**config.mk**
```make
export PLATFORM = sky130hd
export DESIGN_NAME = lmb_strobe_gen
export DESIGN_NICKNAME = d
export VERILOG_FILES = /design/src/core/lmb_pkg.sv /design/src/core/lmb_phase_gen.sv /design/src/core/lmb_strobe_gen.sv
export SDC_FILE = /design/constraint.sdc
export NUM_CORES = 1
export LEC_CHECK = 0
export BUFFER_PORTS_ARGS = -buffer_cell sky130_fd_sc_hd__buf_2
export CORE_ASPECT_RATIO = 1.75
export CORE_UTILIZATION = 50
export CTS_CLUSTER_DIAMETER = 50
export DETAILED_ROUTE_END_ITERATION = 7
export MAX_ROUTING_LAYER = met4
export PLACE_DENSITY = 0.76
export SETUP_SLACK_MARGIN = 0.4
export SYNTH_ARGS = -nofsm -noshare
export SYNTH_HDL_FRONTEND = slang
export SYNTH_HIERARCHICAL = 1
export SYNTH_SLANG_ARGS = --single-unit
```
**constraint.sdc**
```tcl
create_clock -name clock -period 4.2 [get_ports clock]
set_clock_uncertainty 0.2 [all_clocks]
set_input_delay 0.21 -clock clock [delete_from_list [all_inputs] [get_ports clock]]
set_output_delay 0.21 -clock clock [all_outputs]
set_load 0.005 [all_outputs]
```
**src/core/lmb_pkg.sv**
```systemverilog
package lmb_pkg;

	localparam int LMB_CLK_MHZ = 25;
	// one sixteenth of a memory cycle, in ns (two local-bus clocks per sixteenth)
	localparam int LMB_SIXTEENTH_NS = 80;
	localparam int LMB_SIXTEENTH_CYCLES = (LMB_SIXTEENTH_NS * LMB_CLK_MHZ) / 1000;

	localparam int LMB_ADDR_W = 21;
	localparam int LMB_DATA_W = 16;
	localparam int LMB_SLOT_W = 4;
	localparam logic [3:0] LMB_SLOT_LAST = 4'hf;
	// row portion: slots 0..4 (5/16)
	localparam logic [3:0] LMB_ROW_LAST = 4'h4;
	// column portion: slots 5..7 (3/16)
	localparam logic [3:0] LMB_COL_FIRST = 4'h5;
	localparam logic [3:0] LMB_DATA_FIRST = 4'h8;
	localparam logic [3:0] LMB_ALE_LAST = 4'h3;
	localparam logic [3:0] LMB_RAS_FIRST = 4'h1;
	localparam logic [3:0] LMB_RAS_LAST = 4'he;
	localparam logic [3:0] LMB_CAS_LAST = 4'hd;
	localparam logic [3:0] LMB_BUF_FIRST = 4'h9;
	localparam logic [3:0] LMB_BUF_LAST = 4'he;
	localparam logic [3:0] LMB_WR_FIRST = 4'h9;
	localparam logic [3:0] LMB_WR_LAST = 4'hd;
	localparam logic [3:0] LMB_OE_LAST = 4'he;
	localparam logic [3:0] LMB_CAPTURE_SLOT = 4'he;

	localparam int LMB_A13_BIT = 13;
	localparam logic [4:0] LMB_EPROM_HI_SEG = 5'h1f;
	localparam logic [4:0] LMB_LOW_SEG = 5'h00;

	localparam logic [LMB_DATA_W-1:0] LMB_DATA_RST = 16'h0000;

	typedef struct packed {
		logic [LMB_ADDR_W-1:0] addr;
		logic write;
		logic refresh;
		logic [LMB_DATA_W-1:0] wdata;
	} lmb_req_type;

	typedef struct packed {
		logic bus_direction;
		logic buffer_enable_n;
		logic dram_output_enable_n;
		logic row_strobe_n;
		logic column_strobe_n;
		logic refresh_active;
		logic rom_select_n;
		logic address_latch_strobe;
		logic write_strobe_n;
	} lmb_pins_type;

	localparam lmb_pins_type LMB_PINS_IDLE = '{
		bus_direction: 1'b0, buffer_enable_n: 1'b1, dram_output_enable_n: 1'b1,
		row_strobe_n: 1'b1, column_strobe_n: 1'b1, refresh_active: 1'b0,
		rom_select_n: 1'b1, address_latch_strobe: 1'b0, write_strobe_n: 1'b1};

	typedef enum logic [0:0] {
		LMB_IDLE = 1'b0,
		LMB_BUSY = 1'b1
	} lmb_state_type;

endpackage

```
**src/core/lmb_phase_gen.sv**
```systemverilog
`timescale 1ns/100ps
`default_nettype none
module lmb_phase_gen (
	input wire logic clock,
	input wire logic rst_n,
	output logic phaseTick
);
	logic [3:0] count_r;
	logic [3:0] count_nxt;
	logic wrap;

	assign wrap = (count_r == 4'(lmb_pkg::LMB_SIXTEENTH_CYCLES - 1));
	assign count_nxt = wrap ? 4'h0 : count_r + 4'h1;
	assign phaseTick = wrap;

	always_ff @(posedge clock or negedge rst_n) begin
		if (!rst_n) begin
			count_r <= 4'h0;
		end else begin
			count_r <= count_nxt;
		end
	end
endmodule
`default_nettype wire

```
**src/core/lmb_strobe_gen.sv**
```systemverilog
// Summary of operation
// (RULE1) direction high for writes, low reads
// (RULE2) direction valid before buffer enable
// (RULE3) output enable low on DRAM reads
// (RULE4) output enable high on ROM reads
// (RULE5) row address occupies first five sixteenths
// (RULE6) row strobe low during row address
// (RULE7) row strobe low during refresh address
// (RULE8) refresh indicator high during refresh cycle
// (RULE9) board gates column strobe with refresh
// (RULE10) local reset low on soft/system reset
// (RULE11) ROM select is chip select early
// (RULE12) ROM select low for boot-range reads
// (RULE13) ROM select high for other accesses
// (RULE14) ROM select carries A13 later on
// (RULE15) write strobe low marks write cycle
// (RULE16) write data valid while strobe low
// (RULE17) DRAM falling, SRAM rising edge capture
// (RULE18) board leaves interrupt pin unconnected
// (RULE19) buffers enabled only in data phase
// (RULE20) column strobe after row, not ROM
// (RULE21) strobes change only on phase boundaries; code also moves them on any clock while reset is active
`timescale 1ns/100ps
`default_nettype none
module lmb_strobe_gen (
	input wire logic clock,
	input wire logic rst_n,
	input wire logic system_reset_in,
	input wire logic soft_adapter_reset_bit,
	input wire logic bootBit,
	input wire logic reqValid,
	output logic reqReady,
	input wire lmb_pkg::lmb_req_type req,
	output lmb_pkg::lmb_pins_type pins,
	output logic local_bus_reset_n,
	input wire logic [7:0] data_high_byte_in,
	input wire logic [7:0] data_low_byte_in,
	output logic [7:0] data_high_byte_out,
	output logic [7:0] data_low_byte_out,
	output logic dataOe,
	output logic [15:0] readData,
	output logic readValid
);
	logic phaseTick;
	logic sysMeta_r;
	logic sysSync_r;
	logic [15:0] rdMeta_r;
	logic [15:0] rdSync_r;
	logic resetActive_r;
	lmb_pkg::lmb_state_type state_r;
	lmb_pkg::lmb_state_type state_nxt;
	logic [3:0] slot_r;
	logic [3:0] slot_nxt;
	lmb_pkg::lmb_req_type cyc_r;
	lmb_pkg::lmb_req_type cyc_nxt;
	lmb_pkg::lmb_pins_type pins_r;
	lmb_pkg::lmb_pins_type pins_nxt;
	logic dataOe_r;
	logic dataOe_nxt;
	logic [15:0] readData_r;
	logic readValid_r;
	logic accept;
	logic lastSlot;
	logic busyNext;
	logic isWrite;
	logic isRead;
	logic isRefresh;
	logic idRange;
	logic epromRange;
	logic romAny;
	logic rowPhase;
	logic inRas;
	logic inCas;
	logic inBuf;
	logic inWr;
	logic inOe;
	logic capture;

	lmb_phase_gen phase_gen (
		.clock(clock),
		.rst_n(rst_n),
		.phaseTick(phaseTick)
	);

	// pins from outside pass two flops before use
	always_ff @(posedge clock or negedge rst_n) begin
		if (!rst_n) begin
			sysMeta_r <= 1'b0;
			sysSync_r <= 1'b0;
			rdMeta_r <= lmb_pkg::LMB_DATA_RST;
			rdSync_r <= lmb_pkg::LMB_DATA_RST;
		end else begin
			sysMeta_r <= system_reset_in;
			sysSync_r <= sysMeta_r;
			rdMeta_r <= {data_high_byte_in, data_low_byte_in};
			rdSync_r <= rdMeta_r;
		end
	end

	always_ff @(posedge clock or negedge rst_n) begin
		if (!rst_n) begin
			resetActive_r <= 1'b1;
		end else begin
			resetActive_r <= soft_adapter_reset_bit | sysSync_r; // RULE10
		end
	end
	assign local_bus_reset_n = ~resetActive_r; // RULE10

	// sequencer: a new cycle may start right after slot 15, so cycles run back to back
	assign lastSlot = (slot_r == lmb_pkg::LMB_SLOT_LAST);
	assign reqReady = phaseTick & ~resetActive_r & ((state_r == lmb_pkg::LMB_IDLE) | lastSlot);
	assign accept = reqValid & reqReady;
	assign cyc_nxt = accept ? req : cyc_r;

	always_comb begin
		state_nxt = state_r;
		slot_nxt = slot_r;
		if (resetActive_r) begin
			state_nxt = lmb_pkg::LMB_IDLE;
			slot_nxt = 4'h0;
		end else if (phaseTick) begin
			case (state_r)
				lmb_pkg::LMB_IDLE: begin
					if (accept) begin
						state_nxt = lmb_pkg::LMB_BUSY;
					end
					slot_nxt = 4'h0;
				end
				lmb_pkg::LMB_BUSY: begin
					if (lastSlot) begin
						state_nxt = accept ? lmb_pkg::LMB_BUSY : lmb_pkg::LMB_IDLE;
						slot_nxt = 4'h0;
					end else begin
						slot_nxt = slot_r + 4'h1;
					end
				end
				default: begin
					state_nxt = lmb_pkg::LMB_IDLE;
					slot_nxt = 4'h0;
				end
			endcase
		end
	end

	// decode for the slot about to start
	assign busyNext = (state_nxt == lmb_pkg::LMB_BUSY);
	assign isRefresh = busyNext & cyc_nxt.refresh;
	assign isWrite = busyNext & cyc_nxt.write & ~cyc_nxt.refresh;
	assign isRead = busyNext & ~cyc_nxt.write & ~cyc_nxt.refresh;
	assign idRange = (cyc_nxt.addr[20:4] == 17'h00000);
	assign epromRange = ~bootBit & ~idRange & ((cyc_nxt.addr[20:16] == lmb_pkg::LMB_LOW_SEG)
		| (cyc_nxt.addr[20:16] == lmb_pkg::LMB_EPROM_HI_SEG));
	assign romAny = idRange | epromRange;
	assign rowPhase = (slot_nxt <= lmb_pkg::LMB_ROW_LAST); // RULE5
	assign inRas = (slot_nxt >= lmb_pkg::LMB_RAS_FIRST) & (slot_nxt <= lmb_pkg::LMB_RAS_LAST);
	assign inCas = (slot_nxt >= lmb_pkg::LMB_COL_FIRST) & (slot_nxt <= lmb_pkg::LMB_CAS_LAST);
	assign inBuf = (slot_nxt >= lmb_pkg::LMB_BUF_FIRST) & (slot_nxt <= lmb_pkg::LMB_BUF_LAST);
	assign inWr = (slot_nxt >= lmb_pkg::LMB_WR_FIRST) & (slot_nxt <= lmb_pkg::LMB_WR_LAST);
	assign inOe = (slot_nxt >= lmb_pkg::LMB_DATA_FIRST) & (slot_nxt <= lmb_pkg::LMB_OE_LAST);

	// direction set from slot 0, buffers only from slot 9, so it leads them
	assign pins_nxt.bus_direction = isWrite; // RULE1 RULE2
	assign pins_nxt.buffer_enable_n = ~((isWrite | isRead) & inBuf); // RULE19
	assign pins_nxt.dram_output_enable_n = ~(isRead & ~romAny & inOe); // RULE3 RULE4
	assign pins_nxt.row_strobe_n = ~(busyNext & inRas); // RULE6 RULE7
	// refresh: column strobe leads row strobe for column-before-row parts
	assign pins_nxt.column_strobe_n = ~((isRefresh & (slot_nxt <= lmb_pkg::LMB_CAS_LAST))
		| ((isRead | isWrite) & ~romAny & inCas)); // RULE20
	assign pins_nxt.refresh_active = isRefresh; // RULE8
	assign pins_nxt.rom_select_n = rowPhase ? ~(isRead & epromRange) // RULE11 RULE12 RULE13
		: (busyNext ? cyc_nxt.addr[lmb_pkg::LMB_A13_BIT] : 1'b1); // RULE14
	assign pins_nxt.address_latch_strobe = busyNext & ~isRefresh
		& (slot_nxt <= lmb_pkg::LMB_ALE_LAST);
	assign pins_nxt.write_strobe_n = ~(isWrite & inWr); // RULE15
	// data driven from slot 8 to 15, wider than the strobe on both sides
	assign dataOe_nxt = isWrite & (slot_nxt >= lmb_pkg::LMB_DATA_FIRST); // RULE16
	assign capture = phaseTick & isRead & (slot_nxt == lmb_pkg::LMB_CAPTURE_SLOT);

	// all pins move only on the sixteenth tick, or on any clock while reset is active
	always_ff @(posedge clock or negedge rst_n) begin
		if (!rst_n) begin
			state_r <= lmb_pkg::LMB_IDLE;
			slot_r <= 4'h0;
			cyc_r <= '0;
			pins_r <= lmb_pkg::LMB_PINS_IDLE;
			dataOe_r <= 1'b0;
		end else if (phaseTick | resetActive_r) begin
			state_r <= state_nxt;
			slot_r <= slot_nxt;
			cyc_r <= cyc_nxt;
			pins_r <= pins_nxt; // RULE21
			dataOe_r <= dataOe_nxt;
		end
	end

	// sample late in the data phase; the sync lag stays inside the OE window
	always_ff @(posedge clock or negedge rst_n) begin
		if (!rst_n) begin
			readData_r <= lmb_pkg::LMB_DATA_RST;
			readValid_r <= 1'b0;
		end else begin
			readValid_r <= capture;
			if (capture) begin
				readData_r <= rdSync_r;
			end
		end
	end

	assign pins = pins_r;
	assign dataOe = dataOe_r;
	assign data_high_byte_out = cyc_r.wdata[15:8];
	assign data_low_byte_out = cyc_r.wdata[7:0];
	assign readData = readData_r;
	assign readValid = readValid_r;

	logic busy;
	// slot one clock late, so a skipped slot is visible
	logic [3:0] prevSlot_r;
	assign busy = (state_r == lmb_pkg::LMB_BUSY);
	always_ff @(posedge clock or negedge rst_n) begin
		if (!rst_n) begin
			prevSlot_r <= 4'h0;
		end else begin
			prevSlot_r <= slot_r;
		end
	end
endmodule
`default_nettype wire

```
==> results of run 1 <==
## tightest hold or removal path, cell delays in order
cell,delay [ns]
buf_2,0.07
mux2i_1,0.06
buf_4,0.15
inv_1,0.05
## per-layer routing
layer  part of all wire  up-vias  track usage  wire, um
li1                   -     1301            -         -
met1               0.38     1393        0.235      3190
met2               0.54      102        0.364      4610
met3              0.041       33       0.0419       349
met4              0.042        0        0.148       359
met5                  0        -            -         0
## final cells by class
class,count,share of cell area
inverter,7,0.00485
clock buffer,10,0.0422
sequential,106,0.491
tap,90,0.0208
clock inverter,6,0.0104
multi-input combinational,150,0.234
timing repair buffer,158,0.197
## Yosys cell counts (2+ instances only)
cell type,number,area [um2]
and3_1,3,18.8
nand2b_1,4,25.0
mux2_2,40,450
buf_2,5,25.0
o211a_1,2,20.0
o32a_1,2,20.0
o21ai_0,6,30.0
or2_2,2,12.5
nand2_1,12,45.0
nand4_1,3,18.8
mux2i_1,4,40.0
nor2_1,9,33.8
mux2_4,10,150
and2_1,2,12.5
nor3_1,4,20.0
buf_4,19,143
and4_1,2,17.5
nor4_1,7,43.8
inv_1,7,26.3
dfrtp_1,99,2480
a21oi_1,8,40.0
nand3_1,5,25.0
dfstp_2,7,184
xnor2_1,2,17.5
a211oi_1,2,15.0
## kinds of logic after synthesis
kind of cell               after synthesis  share of synthesized area
DFF                                    106                      0.645
buffers and inverters                   32                     0.0497
muxes                                   54                      0.155
xor gates and xnor gates                 3                    0.00636
adders and majority gates                1                    0.00303
AOI/OAI and AO/OA                       33                     0.0606
and+or+nand+nor                         59                     0.0806
## stage by stage
| step | cells | total power, mW | hold WS (ns) |
|---|---|---|---|
| floorplan | 288 | 1.29 | -0.286 |
| global placement | 459 | 1.35 | 0.118 |
| detailed placement | 459 | 1.37 | 0.119 |
| CTS | 527 | 2.21 | 0.0164 |
| global route | 527 | 2.28 | 0.0327 |
| finish | 527 | 2.18 | 0.0266 |
## worst min path at each step
stage | from | endpoint | slack (ns)
5_1_grt | req[16] | cyc_r[16] | 0.03
3_5_place_dp | data_low_byte_in[4] | rdMeta_r[4] | 0.12
6_report | req[16] | cyc_r[16] | 0.03
4_1_cts | req[16] | cyc_r[16] | 0.02
2_1_floorplan | rst_n | busy | -0.29
3_3_place_gp | data_high_byte_in[7] | rdMeta_r[15] | 0.12
## flip-flops by register name (all words and copies together), names as in the netlist
| register | cells |
|---|---|
| dataOe | 1 |
| sysSync_r | 1 |
| resetActive_r | 1 |
| busy | 1 |
| rdMeta_r | 16 |
| data_high_byte_out | 8 |
| cyc_r | 19 |
| data_low_byte_out | 8 |
| pins | 9 |
| phase_gen/count_r | 4 |
| slot_r | 4 |
| readData | 16 |
| rdSync_r | 16 |
| sysMeta_r | 1 |
| readValid | 1 |
## where the power goes
part | internal (mW) | total (mW) | switching [mW] | leakage (nW)
sequential | 1.11 | 1.15 | 0.0417 | 1.30
clock | 0.416 | 0.800 | 0.384 | 0.138
combinational | 0.138 | 0.237 | 0.0994 | 1.15
total | 1.66 | 2.18 | 0.525 | 2.58
## placed cells by master (no fill, tap or decap), types with 3 or more instances in the layout
cell type      netlist  routed
buf_2                5     100
dlygate4sd3_1        0      52
o21ai_0              6       6
nand2_1             12      12
and3_1               3       3
nor3_1               4       4
dfrtp_1             99      99
clkbuf_16            0       9
inv_1                7       7
nor4_1               7       7
buf_4               19       6
nor2_1               9       9
nand2b_1             4       4
mux2i_1              4       4
mux2_2              40      40
nand4_1              3       3
a21oi_1              8       8
mux2_4              10      10
nand3_1              5       5
dfstp_2              7       7
==> results.md, run 1 <==
- Core area: around 8000 um2
- Layout cell share with drive strength beyond 1: 0.421
- Slowest cell on crit path: buf_4
- GRT overflow: 0
- Post-synth ARST share: 1.00
- Die X: 70.7 um
- Global-route wire length before repair: 13,800 um
- TritonCTS Sinks: approximately 110
- CTS Buf Count: 9
- Slew headroom: 0.360
- Site Rows: 43
- Port-buffer cells: 101
- Worst setup path endpoint: pins[2]
- Worst path max stage delay: 0.47 ns
- Mapped Area: 4130 um2
- Crit path launch type: flop
- Clock Pin Slew Worst Setup and Hold Paths: about 0.070 ns
- Crit-path max FO: 37
- CP Depth: 9
- FF+latch count, synth: between 100 and 150
- Post-place instance area: 4620 um2
- Worst Setup SP: phase_gen/count_r[1]
- Synth Flop Type: dfrtp_1
- Die area: 8640 um2
- Post-CTS Hold Fix Bufs: 52
- Drt first pass iters: 6
- Crit path required time: 4.27 ns
- Vias per cell: 5.37
- Status: finished, violations left
- R2R Path End: pins[2]
- Final Cycle Share: 0.741
- Hold depth: 4
- CP top delay family: simple AND/OR/NAND/NOR gates
- Core Util, Final: 0.681
- Max Slew Vio Count: 0
- Post-synthesis sequential area ratio: 0.645
- Cell depth of the worst flop-to-flop path: 9
- Setup TNS Final: 0 ns
- Worst-skew pair later-pin latency: 0.34 ns
- Hpwl dp: 5590 um
- WL per Instance: 16.2 um
- Multi-input gate area: 1270 um2
- Reg2reg start: phase_gen/count_r[1]
- Synth Instances: 288
- Final net count: 494
- Post-synth EDFFs: 0
- Cts repair resizes: 0
- Antenna cell count: 0
- Slew @ Worst Pin: 0.960 ns
- Gpl congestion: 0.919
- Synth Net Count: 350
- Die Y: 122 um
- P&R area growth vs syn: 31.3%
- CTS Root Buffer Type: clkbuf_16
- Total Wirelength: 8510 um
- Initial antenna violation count: 0
- Deepest clock path buffer count: 2
- Min setup slack post-route: 1.09 ns
- Fillers: between 500 and 600
- Reg area: 2660 um2
- P per Cell Area: 403 nW/um2
- Netlist cell types: 47
- Ys Warns: 6
- Hold crit path type: input port to flop
- Max_cap viols: 0
- CP cell instances: nand2b_1 -> nor3_1 -> buf_4 -> nand2b_1 -> a211oi_4 -> buf_4 -> mux2_2 -> or3_1 -> o211a_1
- Setup Crit Path Kind: flop to flop
- Worst vdd ir: 0.326 mV
- Largest net degree at the start of global routing: just over 80
- H-tree levels: 3
- Pleak: between 2 and 3 nW
- Routed Antenna Nets: 0
- CP arrival: 3.19 ns
- Starting Density: 0.519
- CTS tree: yes
- DR vias: 2,829
- WP buf/inv: 2
- Reg2Reg Setup Slack: around 1.1 ns
- RSZ-0062 raised after global routing: no
- Number of post-CTS setup repair buffers: 0
- Failing checks: design-rule violations
- Vias in the first global route: 3,054
- DRT iter0 DRCs: between 200 and 250
- Fmax achieved: about 0.32 GHz
- Critical Path Sink Type: flop
- Mean Syn Cell Area: 14.3 um2
- Remaining DRCs: 13
- Post-place setup slack: between 1 and 1.5 ns
- All-Layer GR Usage: 0.218
- Final min period: 3.11 ns
- Final Cell Area: 5420 um2
- Final count of hold timing violations: 0
- Setup-failing EPs final: 0
- # IOs: 106
No activity file was read; power rests on OpenSTA's default activity.
==> inputs of run 2 (changes only) <==
--- a/config.mk
+++ b/config.mk
@@ -5,6 +5,7 @@
 export SDC_FILE = /design/constraint.sdc
 export NUM_CORES = 1
 export LEC_CHECK = 0
+export ABC_AREA = 1
 export BUFFER_PORTS_ARGS = -buffer_cell sky130_fd_sc_hd__buf_2
 export CORE_ASPECT_RATIO = 1.75
 export CORE_UTILIZATION = 50
==> constraint.sdc (replaced) <==
create_clock -name clock -period 2.9 [get_ports clock]
set_clock_uncertainty 0.2 [all_clocks]
set_input_delay 0.145 -clock clock [delete_from_list [all_inputs] [get_ports clock]]
set_output_delay 0.145 -clock clock [all_outputs]
set_load 0.005 [all_outputs]
==> results.md, run 2 <==
- Sw Pwr: roughly 0.76 mW
- Crit-path max FO: 8
- Placed Cells: 583
- Slew @ Worst Pin: roughly 0.41 ns
- Setup TNS Final: 0 ns
- Top cell type's share of synthesized area: 0.588
- Worst vdd ir: between 0.5 and 0.6 mV
- Worst-skew pair later-pin latency: 0.34 ns
- Largest family of logic cells by synthesized area: simple AND/OR/NAND/NOR gates
- Site Rows: 43
- Clock Pin Slew Worst Setup and Hold Paths: 0.07 ns
- RSZ-0062 raised after global routing: yes
- Reg with most FFs: cyc_r
- Final Cycle Share: 0.861
- Simple-gate area share of the yosys netlist: 0.216
- Max_cap viols: 0
- Remaining DRCs: 6
- CTS Buf Count: 9
- Area fraction in compound gates after synthesis: 0.0267
- Synth Instances: 413
- Max Slew Vio Count: 0
- Reg2Reg Setup Slack: 0.40 ns
- Routed Antenna Nets: 0
- Hold crit path type: input port to async pin
- Post-place instance area: about 4700 um2
- All-Layer GR Usage: 0.239
- Initial antenna violation count: 0
- Internal power: 2.52 mW
- Hpwl dp: 5820 um
- Post-synthesis sequential area ratio: 0.632
- Ys Warns: 6
- Synth Net Count: between 400 and 500
- Mean Syn Cell Area: about 10 um2
- Post-synth top cells: nand2_1, dfrtp_1, inv_1
- Netlist cell types: 33
- Clock power share: 0.379
- WL per Instance: around 15 um
- Deepest clock path buffer count: 2
- # IOs: 106
- Core area: roughly 8000 um2
- Fillers: 542
- Core Util, Final: 0.728
- P per Cell Area: 562 nW/um2
- Global-route wire length before repair: 15,400 um
- Setup Crit Path Kind: flop to flop
- GRT overflow: 0
- Status: finished, violations left
- Gpl congestion: slightly below 0.9
- Antenna cell count: 0
- Starting Density: 0.525
- Crit path required time: 2.98 ns
- Die Y: 123 um
- Fmax achieved: ~0.4 GHz
- Synth area leaders: dfrtp_1, nand2_1, dfstp_2
- Synth Flop Type: dfrtp_1
- Max reg flops: 19
- Port-buffer cells: 101
- DRT iter0 DRCs: 187
- Most common cell after layout, fill and taps aside: nand2_1
- XOR/XNOR Fraction of Synth Area: 0.00208
- Die X: 71.4 um
- Multi-input gate area: 1340 um2
- Final min period: roughly 2.5 ns
- Failing checks: design-rule violations
- Post-synth ARST share: 1.00
- Crit path launch type: flop
- Final Cell Area: 5830 um2
- Setup-failing EPs final: 0
- Reg area: roughly 2700 um2
- Final count of hold timing violations: 0
- Mapped Area: 4210 um2
- Final net count: ~640
- Top-count cell post-synth: nand2_1
- DR vias: approximately 3.4k
- Total Wirelength: 10,000 um
- Adder-cell share of the synthesized area: 0.00297
- Critical Path Sink Type: flop
- Largest net degree at the start of global routing: 77
- Slew headroom: 0.724
- Post-synthesis mux area share: 0.0428
- H-tree levels: 3
- Drt first pass iters: 7
- TritonCTS Sinks: 106
- Sw Share: 0.232
- P&R area growth vs syn: 38.5%
- Die area: 8810 um2
- Vias in the first global route: roughly 3.5k
- Layout cell share with drive strength beyond 1: 0.325
- Vias per cell: 4.99
- Pleak: 3.05 nW
- Post-synth EDFFs: 0
- Most frequent cells in the layout: nand2_1, buf_2, dfrtp_1, dlygate4sd3_1, inv_1
- FF+latch count, synth: approximately 110
- Area leader, netlist: dfrtp_1
- Flop pwr share: 0.501
- CTS tree: yes
- CP arrival: ~2.6 ns
- Combinational Power Share: 0.121
- Post-Layout Cell Count: 672
- CTS Root Buffer Type: clkbuf_16
run 2: path summary, 6_finish.rpt:
kind                                   endpoint            startpoint  cells past startpoint
min                        data_low_byte_out[2]                 rst_n                      2
max in group asynchronous               pins[2]                 rst_n                      3
max                                 readData[6]  phase_gen/count_r[1]                     12
min in group clock                  rdSync_r[7]           rdMeta_r[7]                      0
min reg2reg                         rdSync_r[7]           rdMeta_r[7]                      0
max reg2reg                         readData[6]  phase_gen/count_r[1]                     12
run 2: timing repair:
item | CTS | global route
pin swaps | 3 | 8
gates cloned | 1 | 2
setup endpoints to repair | 18 | 21
hold endpoints to repair | 114 | 0
hold buffers | 55 | 0
buffers inserted | 2 | 13
gates resized for setup | 7 | 13
run 2: per-layer routing:
metal  GRT usage  share of wire  vias to the layer above
met5           -              0                        -
met3      0.0407          0.041                       20
li1            -              -                     1609
met2       0.453           0.57                      106
met4       0.101          0.024                        0
met1       0.236           0.37                     1618
run 2: through the flow:
stage	total power, mW	hold WS (ns)	setup WS, ns
final	3.28	0.0856	0.403
after global routing	3.42	0.142	0.311
after CTS	3.28	0.0938	0.390
after detailed placement	1.98	-0.0882	0.0710
after global placement	1.96	-0.0995	0.154
after floorplan	1.88	-0.351	0.579
run 2: final cells by class:
type / instances / area share
multi-input cells: 243 / 0.229
inverters: 40 / 0.0257
well taps: 90 / 0.0193
repair buffers: 177 / 0.216
clock inverters: 4 / 0.00944
clock buffers: 12 / 0.0440
flip-flops and latches: 106 / 0.456
run 2: kinds of logic (layout without fill, tap and decap cells):
| logic type | count (synthesis) | count (layout) |
|---|---|---|
| AOI/OAI and AO/OA | 19 | 19 |
| xor gates and xnor gates | 1 | 1 |
| adders and majority gates | 1 | 1 |
| buffers and inverters | 66 | 233 |
| DFF | 106 | 106 |
| muxes | 16 | 16 |
| and+or+nand+nor | 204 | 206 |
run 2: power groups by stage:
stage	Sequential, mW	Clock (mW)	Combinational [mW]
after global routing	1.65	1.33	0.440
after CTS	1.64	1.26	0.376
final	1.64	1.24	0.396
after floorplan	1.66	0	0.226
after global placement	1.66	0	0.302
after detailed placement	1.67	0	0.315
run 2: worst max-delay path: stages (launching register included):
cell       delay, ns
dfrtp_2         0.42
nor2_2          0.12
nor2b_4         0.23
nand2_4         0.13
o21a_1          0.25
nor2_2          0.16
nand2_1         0.14
inv_2           0.13
nand3_1         0.16
nor2_4          0.22
clkbuf_16       0.19
nand2_1         0.05
nand2_1         0.05
